==> config.mk <==
export PLATFORM = sky130hd
export DESIGN_NAME = hpc_port_config_regs
export DESIGN_NICKNAME = d
export VERILOG_FILES = /design/src/verilog/hpc_pkg.sv /design/src/verilog/hpc_port_config_regs.sv /design/src/verilog/hpc_sync2.sv
export VERILOG_INCLUDE_DIRS = /design/src /design/src/verilog
export SDC_FILE = /design/constraint.sdc
export NUM_CORES = 1
export LEC_CHECK = 0
export BUFFER_PORTS_ARGS = -buffer_cell sky130_fd_sc_hd__buf_4
export CAP_MARGIN = 20
export CORE_UTILIZATION = 52
export DETAILED_ROUTE_END_ITERATION = 6
export GPL_ROUTABILITY_DRIVEN = 0
export GPL_TIMING_DRIVEN = 0
export HOLD_SLACK_MARGIN = 0.1
export PLACE_DENSITY = 0.84
export SETUP_SLACK_MARGIN = 0.3
export SLEW_MARGIN = 20
export SYNTH_ARGS = -nofsm -noshare
export SYNTH_HDL_FRONTEND = slang
export SYNTH_SLANG_ARGS = --single-unit
export TNS_END_PERCENT = 5
==> constraint.sdc <==
create_clock -name clock -period 3 [get_ports clock]
set_input_delay 0.15 -clock clock [delete_from_list [all_inputs] [get_ports clock]]
set_output_delay 0.15 -clock clock [all_outputs]
set_load 0.02 [all_outputs]
==> src/verilog/hpc_map.svh <==
// Offsets, field positions and defaults of the hub port configuration registers
`ifndef HPC_MAP_SVH
`define HPC_MAP_SVH
`define HPC_OFFS_REMOVABLE 8'h07
`define HPC_OFFS_IN_USE    8'h08
`define HPC_FIELD_MSB      3
`define HPC_RESERVED_UPPER_BITS_MSB       7
`define HPC_RESERVED_UPPER_BITS_LSB       4
`define HPC_RESERVED_UPPER_BITS_VALUE     4'h0
`define HPC_FIXED_DEFAULT  4'hF
`define HPC_TWO_RMB_UPPER  2'h3
`define HPC_TWO_USE_UPPER  2'h0
`define HPC_ZERO_FIELD     4'h0
`define HPC_SETTLE_COUNT   2'h2
`define HPC_SETTLE_RESET   2'h0
`define HPC_UNMAPPED_READ  8'h00
`endif

==> src/verilog/hpc_pkg.sv <==
// Types shared by the hub port configuration registers
package hpc_pkg;
  typedef enum logic [1:0] {
    HPC_OPT_STRAP4 = 2'h0,
    HPC_OPT_STRAP2 = 2'h1,
    HPC_OPT_FIXED  = 2'h3
  } hpc_option_t;
  typedef logic [3:0] hpc_field_t;
  typedef logic [7:0] hpc_byte_t;
endpackage

==> src/verilog/hpc_port_config_regs.sv <==
// Removable and port-in-use configuration registers of the hub
`timescale 1ns/100ps
`include "hpc_map.svh"
module hpc_port_config_regs #(
  parameter hpc_pkg::hpc_option_t OPTION = hpc_pkg::HPC_OPT_STRAP4
) (
  // Clock and reset
  input  wire logic              clock,
  input  wire logic              rst,
  // Strap pins
  input  wire hpc_pkg::hpc_field_t removableStrapPins,
  input  wire hpc_pkg::hpc_field_t portEnableStrapPins,
  // Mode
  input  wire logic              serialConfigMode,
  // Register access from the EEPROM loader or SMBus slave
  input  wire hpc_pkg::hpc_byte_t regAddr,
  input  wire logic              regWrite,
  input  wire hpc_pkg::hpc_byte_t regWriteData,
  output hpc_pkg::hpc_byte_t     regReadData,
  // Configuration to the hub
  output hpc_pkg::hpc_field_t    portRemovable,
  output hpc_pkg::hpc_field_t    portInUse,
  output logic                   defaultsLoaded
);
  import hpc_pkg::*;

  // ------------------------------------------------------------
  // Strap synchronisation and capture at reset release
  // ------------------------------------------------------------
  hpc_field_t rmbSync;
  hpc_field_t useSync;
  logic       captureDone_reg;
  logic [1:0] settle_reg;

  // One synchroniser bit per downstream port
  localparam int FIELD_WIDTH = `HPC_FIELD_MSB + 1;

  // Straps are sampled once after release, so a strap that moves later changes nothing

  hpc_sync2 #(.WIDTH(FIELD_WIDTH)) u_sync_rmb (
    .clock  (clock),
    .rst    (rst),
    .async  (removableStrapPins),
    .synced (rmbSync)
  );

  hpc_sync2 #(.WIDTH(FIELD_WIDTH)) u_sync_use (
    .clock  (clock),
    .rst    (rst),
    .async  (portEnableStrapPins),
    .synced (useSync)
  );

  // ------------------------------------------------------------
  // Package option decode
  // ------------------------------------------------------------
  logic optFixed;
  logic optTwoPort;
  assign optFixed   = (OPTION == HPC_OPT_FIXED);
  assign optTwoPort = (OPTION == HPC_OPT_STRAP2);

  // ------------------------------------------------------------
  // Strap defaults per package option
  // ------------------------------------------------------------
  hpc_field_t rmbStrapView;
  hpc_field_t useStrapView;
  hpc_field_t rmbDefault;
  hpc_field_t useDefault;
  // The two-port part has no straps for ports 3 and 2
  assign rmbStrapView = optTwoPort ? {`HPC_TWO_RMB_UPPER, rmbSync[1:0]}
                                   : rmbSync;
  assign useStrapView = optTwoPort ? {`HPC_TWO_USE_UPPER, useSync[1:0]}
                                   : useSync;
  // Without straps both fields come up all ones
  assign rmbDefault   = optFixed ? `HPC_FIXED_DEFAULT : rmbStrapView;
  assign useDefault   = optFixed ? `HPC_FIXED_DEFAULT : useStrapView;

  // ------------------------------------------------------------
  // Settle counter and capture
  // ------------------------------------------------------------
  // The synchronisers need two edges before the straps may be captured
  logic       settleDone;
  logic [1:0] settleStep;
  logic       capturing;
  assign settleDone = (settle_reg == `HPC_SETTLE_COUNT);
  assign settleStep = settleDone ? settle_reg : settle_reg + 2'h1;
  assign capturing  = !captureDone_reg && settleDone;

  always_ff @(posedge clock or posedge rst) begin
    if (rst) begin
      settle_reg      <= `HPC_SETTLE_RESET;
      captureDone_reg <= 1'b0;
    end else begin
      settle_reg <= settleStep;
      if (capturing) begin
        captureDone_reg <= 1'b1;
      end
    end
  end

  // ------------------------------------------------------------
  // Write decode
  // ------------------------------------------------------------
  logic hitRemovable;
  logic hitInUse;
  logic writeAllowed;
  logic rmbWriteHit;
  logic useWriteHit;
  // Writes are dropped outside serial mode and before the defaults are in
  assign writeAllowed = regWrite && serialConfigMode && captureDone_reg;
  assign hitRemovable = (regAddr == `HPC_OFFS_REMOVABLE);
  assign hitInUse     = (regAddr == `HPC_OFFS_IN_USE);
  assign rmbWriteHit  = writeAllowed && hitRemovable;
  assign useWriteHit  = writeAllowed && hitInUse;

  hpc_field_t rmb_reg;
  hpc_field_t rmb_next;
  hpc_field_t use_reg;
  hpc_field_t use_next;
  hpc_field_t wrField;
  // Upper write bits never reach storage
  assign wrField = regWriteData[`HPC_FIELD_MSB:0];

  // ------------------------------------------------------------
  // Per-port write merge
  // ------------------------------------------------------------
  // A removable flag follows the written bit only while its port is in use
  wire hpc_field_t rmbMerged;
  for (genvar port = 0; port <= `HPC_FIELD_MSB; port++) begin : g_port
    wire logic portOpen;
    assign portOpen        = use_reg[port];
    assign rmbMerged[port] = portOpen ? wrField[port] : rmb_reg[port];
  end

  // Capture wins over a write in the same cycle
  assign rmb_next = capturing   ? rmbDefault :
                    rmbWriteHit ? rmbMerged  : rmb_reg;
  // Port-used flags of every port take the written value as is
  assign use_next = capturing   ? useDefault :
                    useWriteHit ? wrField    : use_reg;

  // ------------------------------------------------------------
  // Storage
  // ------------------------------------------------------------
  always_ff @(posedge clock or posedge rst) begin
    if (rst) begin
      rmb_reg <= `HPC_ZERO_FIELD;
    end else begin
      rmb_reg <= rmb_next;
    end
  end

  always_ff @(posedge clock or posedge rst) begin
    if (rst) begin
      use_reg <= `HPC_ZERO_FIELD;
    end else begin
      use_reg <= use_next;
    end
  end

  // ------------------------------------------------------------
  // Read-back
  // ------------------------------------------------------------
  // Reserved upper bits always read as zero
  hpc_byte_t rmbReadWord;
  hpc_byte_t useReadWord;
  hpc_byte_t readMux;
  assign rmbReadWord = {`HPC_RESERVED_UPPER_BITS_VALUE, rmb_reg};
  assign useReadWord = {`HPC_RESERVED_UPPER_BITS_VALUE, use_reg};
  assign readMux     = hitRemovable ? rmbReadWord :
                       hitInUse     ? useReadWord :
                                      `HPC_UNMAPPED_READ;

  always_ff @(posedge clock or posedge rst) begin
    if (rst) begin
      regReadData <= `HPC_UNMAPPED_READ;
    end else begin
      regReadData <= readMux;
    end
  end

  // ------------------------------------------------------------
  // Configuration outputs
  // ------------------------------------------------------------
  // Flags come straight from storage so the hub sees no glitches
  assign portRemovable  = rmb_reg;
  assign portInUse      = use_reg;
  assign defaultsLoaded = captureDone_reg;
endmodule // hpc_port_config_regs

==> src/verilog/hpc_sync2.sv <==
// Two flip-flop synchroniser for a group of pin levels
`timescale 1ns/100ps
module hpc_sync2 #(
  parameter int WIDTH = 4
) (
  // Clock and reset
  input  wire logic             clock,
  input  wire logic             rst,
  // Levels
  input  wire logic [WIDTH-1:0] async,
  output logic      [WIDTH-1:0] synced
);
  logic [WIDTH-1:0] stage1_reg;

  always_ff @(posedge clock or posedge rst) begin
    if (rst) begin
      stage1_reg <= '0;
      synced     <= '0;
    end else begin
      stage1_reg <= async;
      synced     <= stage1_reg;
    end
  end
endmodule // hpc_sync2

==> impl_metrics.env, run 1 <==
export IMPL_ys_ff_latch=31
export IMPL_p_per_area_mw_per_mm2=458.8
export IMPL_postLayoutCellArea_mm2=0.001750
export IMPL_synth_seq_area_share_pct=60.84
export IMPL_hold_path_depth=3
export IMPL_synth_area_leaders="dfrtp_1 (61%), mux2_4 (4.7%), mux2_2 (3.5%)"
export IMPL_report_final_slew_viol_count=0
export IMPL_fin_nets=176
export IMPL_synth_top_area_share_pct=60.84
export IMPL_pin_count=45
export IMPL_syn_area_mm2=0.001275
export IMPL_p_switching_w=0.0001796
export IMPL_track_usage_pct=19.85
export IMPL_reg2reg_from="settle_reg[0]$_DFFE_PP0P_"
export IMPL_clock_path_buffers=2
export IMPL_areaGrowthSynthToFinish_pct=37.29
export IMPL_p_int_w=0.0006236
export IMPL_grt_max_degree=32
export IMPL_fmax_mhz=592.0
export IMPL_leakage_nw=0.8650
export IMPL_dieArea_mm2=0.002654
export IMPL_endpoint_kind="flop"
export IMPL_grt_pass1_vias=907
export IMPL_drtIter0Drc=9
export IMPL_tritoncts="yes"
export IMPL_crit_path_start_kind="flop"
export IMPL_r2r_end="portInUse[3]$_DFFE_PP0P_"
export IMPL_hold_path_startpoint="regWriteData[2]"
export IMPL_start_util_pct=56.55
export IMPL_r2r_setup_slack_ps=1310
export IMPL_most_common_layout_cells="buf_4 (41), dfrtp_1 (31), dlygate4sd3_1 (9), inv_1 (6)"
export IMPL_die_x_um=51.52
export IMPL_clkTransAtPathRegs_ps=100
export IMPL_vias=886
export IMPL_antenna_found_initial=0
export IMPL_overflow=0
export IMPL_sw_frac_of_total_pct=22.36
export IMPL_hold_violations=0
export IMPL_cts_root_buffer="clkbuf_4"
export IMPL_final_setup_viol_count=0
export IMPL_arrival_ps=1890
export IMPL_dp_slack_ps=1330
export IMPL_port_buffers=36
export IMPL_via_per_inst=5.034
export IMPL_rows=17
export IMPL_ys_types=27
export IMPL_combPwrFrac_pct=11.4
export IMPL_diodes=0
export IMPL_total_power_w=0.0008031
export IMPL_dr_pass1_iters=4
export IMPL_ff2ff_path_depth=5
export IMPL_worstSkewPairLatency_ps=320
export IMPL_fill_cells=150
export IMPL_postRouteWirelength_mm=2.236
export IMPL_yosysTopAreaCell="dfrtp_1"
export IMPL_layout_commonest_cell="buf_4"
export IMPL_die_h_um=51.52
export IMPL_fin_crit_ps=1689
export IMPL_maxCapViolCount=0
export IMPL_hold_end="portInUse[2]$_DFFE_PP0P_"
export IMPL_tns_ps=0
export IMPL_critical_path_class="reg -> reg"
export IMPL_worst_ep_required_time_ps=3200
export IMPL_seqPwrFrac_pct=55.2
export IMPL_cts_setup_buffers=0
export IMPL_numCtsBuffers=5
export IMPL_post_route_drc_count=0
export IMPL_grt_pass1_wl_mm=3.670
export IMPL_drive_above_1_share_pct=43.92
export IMPL_syn_mean_instance_area_um2=13.86
export IMPL_peakVddDrop_uv=431.9
export IMPL_postLayoutCoreUtil_pct=77.64
export IMPL_clock_sinks=31
export IMPL_fin_crit_sh_pct=56.30
export IMPL_p_clk_share_pct=33.4
export IMPL_slew_headroom_pct=59.22
export IMPL_htree_levels=2
export IMPL_wl_per_cell_um=12.70
export IMPL_placed_area_mm2=0.001592
export IMPL_tightest_slew_ps=610.8
export IMPL_setup_ws_ps=1311
export IMPL_yosys_warnings=0
export IMPL_syn_inst=92
export IMPL_core_region_area_mm2=0.002255
export IMPL_hp_class="in -> reg"
export IMPL_rsz0062_at_grt="no"
export IMPL_ant_nets=0
export IMPL_fin_skew_ps=12.71
export IMPL_outcome="finished, final reports clean"
export IMPL_critPathMaxFanout=5
[routing by layer]
metal / routed length (um) / global-route usage (%) / part of all wire [%] / vias up
met1: 888 / 21.63 / 40 / 410
li1: - / - / - / 423
met5: 0 / 0 / 0 / -
met4: 38 / 7.658 / 1.7 / 0
met2: 1112 / 34.63 / 50 / 48
met3: 196 / 7.602 / 8.8 / 5
[worst max-delay path, cell delays in order (launching register included)]
cell,delay [ps]
dfrtp_1,400
inv_1,60
ha_1,250
and2b_4,240
mux2_2,350
mux2_4,260
[what timing repair did]
item,4_1_cts,5_1_grt
gates resized for setup,0,0
hold buffers,8,1
hold endpoints to repair,8,31
[cells in the mapped netlist]
| master | n |
|---|---|
| a41o_1 | 4 |
| buf_4 | 5 |
| inv_1 | 7 |
| a22o_1 | 4 |
| xnor2_1 | 1 |
| a31oi_1 | 4 |
| a31o_4 | 1 |
| clkbuf_1 | 1 |
| nand4_1 | 4 |
| buf_6 | 1 |
| and2_2 | 1 |
| nor4_4 | 1 |
| mux2i_1 | 1 |
| or2_2 | 1 |
| mux2_2 | 4 |
| and2b_4 | 1 |
| conb_1 | 1 |
| and3_4 | 1 |
| ha_1 | 1 |
| nor2_1 | 4 |
| buf_1 | 1 |
| nor4b_2 | 1 |
| mux2_4 | 4 |
| nand2b_1 | 1 |
| dfrtp_1 | 31 |
| and2_1 | 5 |
| and4b_1 | 1 |
[logic make-up (layout without fill, tap and decap cells)]
logic type	Yosys count	count (layout)	synth area share, %
AO/OA/AOI/OAI	13	13	9.225
XOR/XNOR	1	1	0.6871
adder cells (fa/ha/maj)	1	1	0.9812
buffers and inverters	15	68	6.477
flip-flops	31	31	60.84
multiplexers	9	9	9.028
other	1	4	0.2941
AND/OR/NAND/NOR	21	21	12.46
[stage by stage]
stage | hold WS, ps | cells
floorplan | 181.4 | 95
global placement | 259.1 | 159
detailed placement | 260.6 | 159
CTS | 138.1 | 175
global route | 180.3 | 176
finish | 194.0 | 176
[worst max-delay path by stage]
stage / endpoint / start
3_3_place_gp: portInUse[1]$_DFFE_PP0P_ / settle_reg[0]$_DFFE_PP0P_
2_1_floorplan: portInUse[0]$_DFFE_PP0P_ / settle_reg[0]$_DFFE_PP0P_
3_5_place_dp: portInUse[3]$_DFFE_PP0P_ / settle_reg[0]$_DFFE_PP0P_
6_report: portInUse[3]$_DFFE_PP0P_ / settle_reg[0]$_DFFE_PP0P_
5_1_grt: portInUse[3]$_DFFE_PP0P_ / settle_reg[0]$_DFFE_PP0P_
4_1_cts: portInUse[3]$_DFFE_PP0P_ / settle_reg[0]$_DFFE_PP0P_
[cell type report]
| class | instances | area (um^2) | area share [%] |
|---|---|---|---|
| Timing Repair Buffer | 45 | 360.3 | 20.59 |
| Clock buffer | 8 | 68.82 | 3.931 |
| Buffer | 8 | 56.30 | 3.217 |
| Sequential cell | 31 | 775.7 | 44.32 |
| Tap cell | 28 | 35.03 | 2.001 |
| Inverter | 7 | 26.28 | 1.501 |
| Multi-Input combinational cell | 49 | 427.9 | 24.45 |
[power by group through the flow]
stage	clock network [W]	registers (W)	logic (W)
5_1_grt	0.000298	0.000445	0.0000993
2_1_floorplan	0	0.000456	0.0000358
6_report	0.000268	0.000443	0.0000919
3_3_place_gp	0	0.000451	0.0000805
3_5_place_dp	0	0.000451	0.0000832
4_1_cts	0.000274	0.000443	0.0000915
Note: power is estimated with default switching activity, not from simulation.
==> run 2: changes to the inputs <==
Settings changed: CORE_UTILIZATION 52 to 48, PLACE_DENSITY 0.84 to 0.78.
Clock period 3 ns to 1.6 ns, I/O delays scaled along.
==> impl_metrics.env, run 2 (synthesis results as in run 1) <==
export IMPL_maxCapViolCount=0
export IMPL_rows=18
export IMPL_ant_nets=0
export IMPL_final_setup_viol_count=0
export IMPL_grt_pass1_vias=895
export IMPL_drtIter0Drc=9
export IMPL_track_usage_pct=19.91
export IMPL_die_x_um=53.54
export IMPL_postRouteWirelength_mm=2.462
export IMPL_htree_levels=2
export IMPL_grt_pass1_wl_mm=3.815
export IMPL_multi_input_area_um2=455.4
export IMPL_dp_hpwl_mm=1.704
export IMPL_die_h_um=53.54
export IMPL_critical_path_class="reg -> reg"
export IMPL_slew_headroom_pct=58.91
export IMPL_core_region_area_mm2=0.002500
export IMPL_dieArea_mm2=0.002867
export IMPL_tns_ps=0
export IMPL_seqCellArea_um2=775.7
export IMPL_worstSkewPairLatency_ps=320
export IMPL_via_per_inst=4.983
export IMPL_cp_top_family="multiplexers"
export IMPL_critPathMaxStageDelay_ps=400
export IMPL_grt_max_degree=32
export IMPL_numCtsBuffers=5
export IMPL_fin_skew_ps=8.547
export IMPL_crit_path_start_kind="flop"
export IMPL_leakage_nw=0.8823
export IMPL_critPathMaxFanout=5
export IMPL_hold_violations=0
export IMPL_tightest_slew_ps=615.5
export IMPL_antenna_found_initial=0
export IMPL_wl_per_cell_um=13.68
export IMPL_instances_no_fill=180
export IMPL_clock_path_buffers=2
export IMPL_fill_cells=184
export IMPL_port_buffers=36
export IMPL_layout_commonest_cell="buf_4"
export IMPL_most_common_layout_cells="buf_4 (43), dfrtp_1 (31), dlygate4sd3_1 (9), mux2_4 (8)"
export IMPL_worst_path_buf_inv=1
export IMPL_dr_max_layer_used="met4"
export IMPL_cts_root_buffer="clkbuf_4"
export IMPL_outcome="finished, final reports clean"
export IMPL_tritoncts="yes"
export IMPL_fin_nets=178
export IMPL_pin_count=45
export IMPL_areaGrowthSynthToFinish_pct=39.45
export IMPL_rsz0062_at_grt="yes"
export IMPL_fin_crit_sh_pct=92.14
export IMPL_wl_met1_um=922
export IMPL_report_final_slew_viol_count=0
export IMPL_cp_common_cell="mux2_4"
export IMPL_drive_above_1_share_pct=46.00
export IMPL_worst_ep_required_time_ps=1820
export IMPL_peakVddDrop_uv=738.1
export IMPL_fmax_mhz=678.3
export IMPL_dpl_cell_count=161
export IMPL_hp_class="in -> reg"
export IMPL_clock_sinks=31
export IMPL_start_util_pct=51.00
export IMPL_total_power_w=0.001436
export IMPL_wl_met3_um=166
export IMPL_overflow=0
export IMPL_endpoint_kind="flop"
export IMPL_wl_met2_mm=1.350
export IMPL_fin_crit_ps=1474
export IMPL_vias=897
export IMPL_diodes=0
export IMPL_p_per_area_mw_per_mm2=807.4
export IMPL_cpMaxStageDelayCell="dfrtp_1"
export IMPL_clkTransAtPathRegs_ps=100
export IMPL_dr_pass1_iters=3
export IMPL_arrival_ps=1690
export IMPL_post_route_drc_count=0
export IMPL_cp_cell_sequence="inv_2 -> ha_4 -> and2b_4 -> mux2_4 -> mux2_4"
-- run 2: cell count changes in the layout (fill, tap and decap cells not counted), moves of 2 or more --
cell      before  now
mux2_2         4    0
mux2_4         4    8
buf_4         41   43
clkbuf_8       2    0
-- run 2: per-layer routing --
layer  track usage, %  up-vias
met5                0        -
met4            3.947        0
met3            8.475        3
met2            37.50       38
met1            20.30      428
li1                 -      428
-- run 2: worst min-delay path, cell delays in order --
cell    delay, ps
buf_4          80
mux2_4        130
mux2_4        130
-- run 2: area by class of cell --
class                      count  area share [%]
clock inverter                 1          0.2815
buffer                         8           3.237
timing repair buffer          47           21.11
tap                           30           2.111
multi-input combinational     49           25.62
clock buffer                   7           2.533
sequential                    31           43.63
inverter                       7           1.478
-- run 2: through the flow --
step,utilization (%),hold WS (ps),area (um^2),worst slack [ps]
global placement,64.46,189.1,1612,53.19
CTS,70.67,69.56,1767,117.3
global route,71.12,107.3,1778,86.67
floorplan,-,111.4,1304,92.75
detailed placement,64.46,190.6,1612,-8.538
finish,71.12,122.3,1778,125.7
-- run 2: what timing repair did --
item                                   in CTS  in global routing
buffers inserted                            2                  0
setup endpoints to repair                   8                  8
pin swaps                                   1                  0
hold buffers                                8                  1
endpoints found under the hold margin      39                 31
gates resized for setup                     2                  1
-- run 2: path summary, 6_finish.rpt --
kind,start,endpoint,slack (ps),depth (start not counted)
setup / recovery,settle_reg[0]$_DFFE_PP0P_,portInUse[0]$_DFFE_PP0P_,130,5
min in group asynchronous,rst,u_sync_use.stage1_reg[0]$_DFF_PP0_,380,3
hold / removal,regWriteData[1],portInUse[1]$_DFFE_PP0P_,120,3
max in group asynchronous,rst,u_sync_rmb.stage1_reg[1]$_DFF_PP0_,810,3
setup reg to reg,settle_reg[0]$_DFFE_PP0P_,portInUse[0]$_DFFE_PP0P_,130,5
hold reg to reg,u_sync_rmb.stage1_reg[2]$_DFF_PP0_,u_sync_rmb.synced[2]$_DFF_PP0_,350,0
-- run 2: where the power goes --
part           internal [W]  total (W)  switching (W)
logic              0.000100   0.000177      0.0000766
registers          0.000814   0.000832      0.0000179
clock network      0.000171   0.000427       0.000256
total               0.00108    0.00144       0.000351
==> run 3: changes to the inputs <==
Settings changed: PLACE_DENSITY 0.78 to 0.77.
==> impl_metrics.env, run 3 (synthesis results as in run 1) <==
export IMPL_leakage_nw=0.8823
export IMPL_cts_root_buffer="clkbuf_4"
export IMPL_cp_common_cell="mux2_4"
export IMPL_critPathMaxFanout=5
export IMPL_fmax_mhz=687.0
export IMPL_slew_headroom_pct=59.43
export IMPL_maxCapViolCount=0
export IMPL_overflow=0
export IMPL_postRouteWirelength_mm=2.339
export IMPL_tns_ps=0
export IMPL_grt_pass1_wl_mm=3.767
export IMPL_hp_class="in -> reg"
export IMPL_tightest_slew_ps=607.7
export IMPL_fin_crit_ps=1456
export IMPL_critical_path_class="reg -> reg"
export IMPL_drive_above_1_share_pct=46.00
export IMPL_cp_cell_sequence="inv_2 -> ha_4 -> and2b_4 -> mux2_4 -> mux2_4"
export IMPL_ant_nets=0
export IMPL_outcome="finished, final reports clean"
export IMPL_grt_pass1_vias=872
export IMPL_diodes=0
export IMPL_numCtsBuffers=5
export IMPL_port_buffers=36
export IMPL_antenna_found_initial=0
export IMPL_hold_path_depth=3
export IMPL_layout_commonest_cell="buf_4"
export IMPL_peakVddDrop_uv=688.7
export IMPL_most_common_layout_cells="buf_4 (43), dfrtp_1 (31), dlygate4sd3_1 (9), mux2_4 (8)"
export IMPL_tritoncts="yes"
export IMPL_pin_count=45
export IMPL_crit_path_start_kind="flop"
export IMPL_critPathMaxStageDelay_ps=390
export IMPL_dp_hpwl_mm=1.607
export IMPL_dp_slack_ps=15.65
export IMPL_clock_sinks=31
export IMPL_endpoint_kind="flop"
export IMPL_fin_crit_sh_pct=90.98
export IMPL_htree_levels=2
export IMPL_setup_ws_ps=144.4
export IMPL_clkTransAtPathRegs_ps=90
export IMPL_die_x_um=53.54
export IMPL_dieArea_mm2=0.002867
export IMPL_track_usage_pct=19.60
export IMPL_report_final_slew_viol_count=0
export IMPL_via_per_inst=4.956
export IMPL_dr_pass1_iters=4
export IMPL_p_per_area_mw_per_mm2=796.5
export IMPL_grt_max_degree=32
export IMPL_ff2ff_path_depth=5
export IMPL_rows=18
export IMPL_areaGrowthSynthToFinish_pct=39.45
export IMPL_start_util_pct=51.00
export IMPL_worstSkewPairLatency_ps=320
export IMPL_hold_violations=0
export IMPL_vias=892
export IMPL_clock_path_buffers=2
export IMPL_wl_per_cell_um=12.99
export IMPL_fin_skew_ps=10.84
export IMPL_final_setup_viol_count=0
export IMPL_die_h_um=53.54
export IMPL_drtIter0Drc=20
export IMPL_rsz0062_at_grt="yes"
export IMPL_core_region_area_mm2=0.002500
export IMPL_post_route_drc_count=0
export IMPL_arrival_ps=1660
export IMPL_cpMaxStageDelayCell="dfrtp_1"
export IMPL_fin_nets=178
export IMPL_worst_ep_required_time_ps=1810
[run 3: cell counts in the layout (fill, tap and decap cells not counted)]
No cell type changed its count.
[run 3: timing repair]
action | CTS | global route
gates resized for setup | 2 | 1
endpoints found under the setup margin | 4 | 8
hold buffers | 8 | 1
endpoints found under the hold margin | 39 | 31
buffers inserted | 2 | 0
pin swaps | 1 | 0
[run 3: worst paths after layout]
| path | to | slack (ps) | startpoint |
|---|---|---|---|
| worst max-delay path | portInUse[2]$_DFFE_PP0P_ | 140 | settle_reg[0]$_DFFE_PP0P_ |
| worst min-delay path | portInUse[0]$_DFFE_PP0P_ | 130 | regWriteData[0] |
| worst max register to register | portInUse[2]$_DFFE_PP0P_ | 140 | settle_reg[0]$_DFFE_PP0P_ |
| worst min register to register | u_sync_use.synced[0]$_DFF_PP0_ | 350 | u_sync_use.stage1_reg[0]$_DFF_PP0_ |
| max in group asynchronous | settle_reg[1]$_DFFE_PP0P_ | 800 | rst |
| min in group asynchronous | portRemovable[3]$_DFFE_PP0P_ | 390 | rst |
[run 3: per-layer routing]
layer  track usage, %  vias up  routed length (um)
met4            5.263        0                  21
met2            36.04       39                1255
met5                0        -                   0
met3            7.627        3                 150
li1                 -      429                   -
met1            20.63      421                 912
[run 3: area by class of cell]
type	count	area, um^2
timing repair buffer	47	375.4
buffer	8	57.56
tap	30	37.54
sequential	31	775.7
clock buffer	7	45.04
fill	172	721.9
multi-input combinational	49	455.4
clock inverter	1	5.005
inverter	7	26.28
[run 3: power breakdown]
group	switching, W	internal [W]	total (W)
Clock	0.000237	0.000171	0.000408
Combinational	0.0000760	0.000100	0.000176
Sequential	0.0000182	0.000814	0.000832
[run 3: metrics by stage]
step           power [W]  hold slack [ps]  cell area, um^2  cells  utilization, %
4_1_cts         0.001431            60.38             1767    179           70.67
5_1_grt         0.001491            116.8             1778    180           71.12
3_5_place_dp    0.001006            190.4             1612    161           64.46
6_report        0.001416            125.1             1778    180           71.12
3_3_place_gp    0.001000            189.3             1612    161           64.46
2_1_floorplan  0.0009251            111.4             1304     95               -
[run 3: critical path: cells and delay by family (launching register included)]
| family | cells | cell delay [ps] |
|---|---|---|
| buffers and inverters | 1 | 70 |
| muxes | 2 | 560 |
| DFF | 1 | 390 |
| adders and majority gates | 1 | 120 |
| and+or+nand+nor | 1 | 210 |
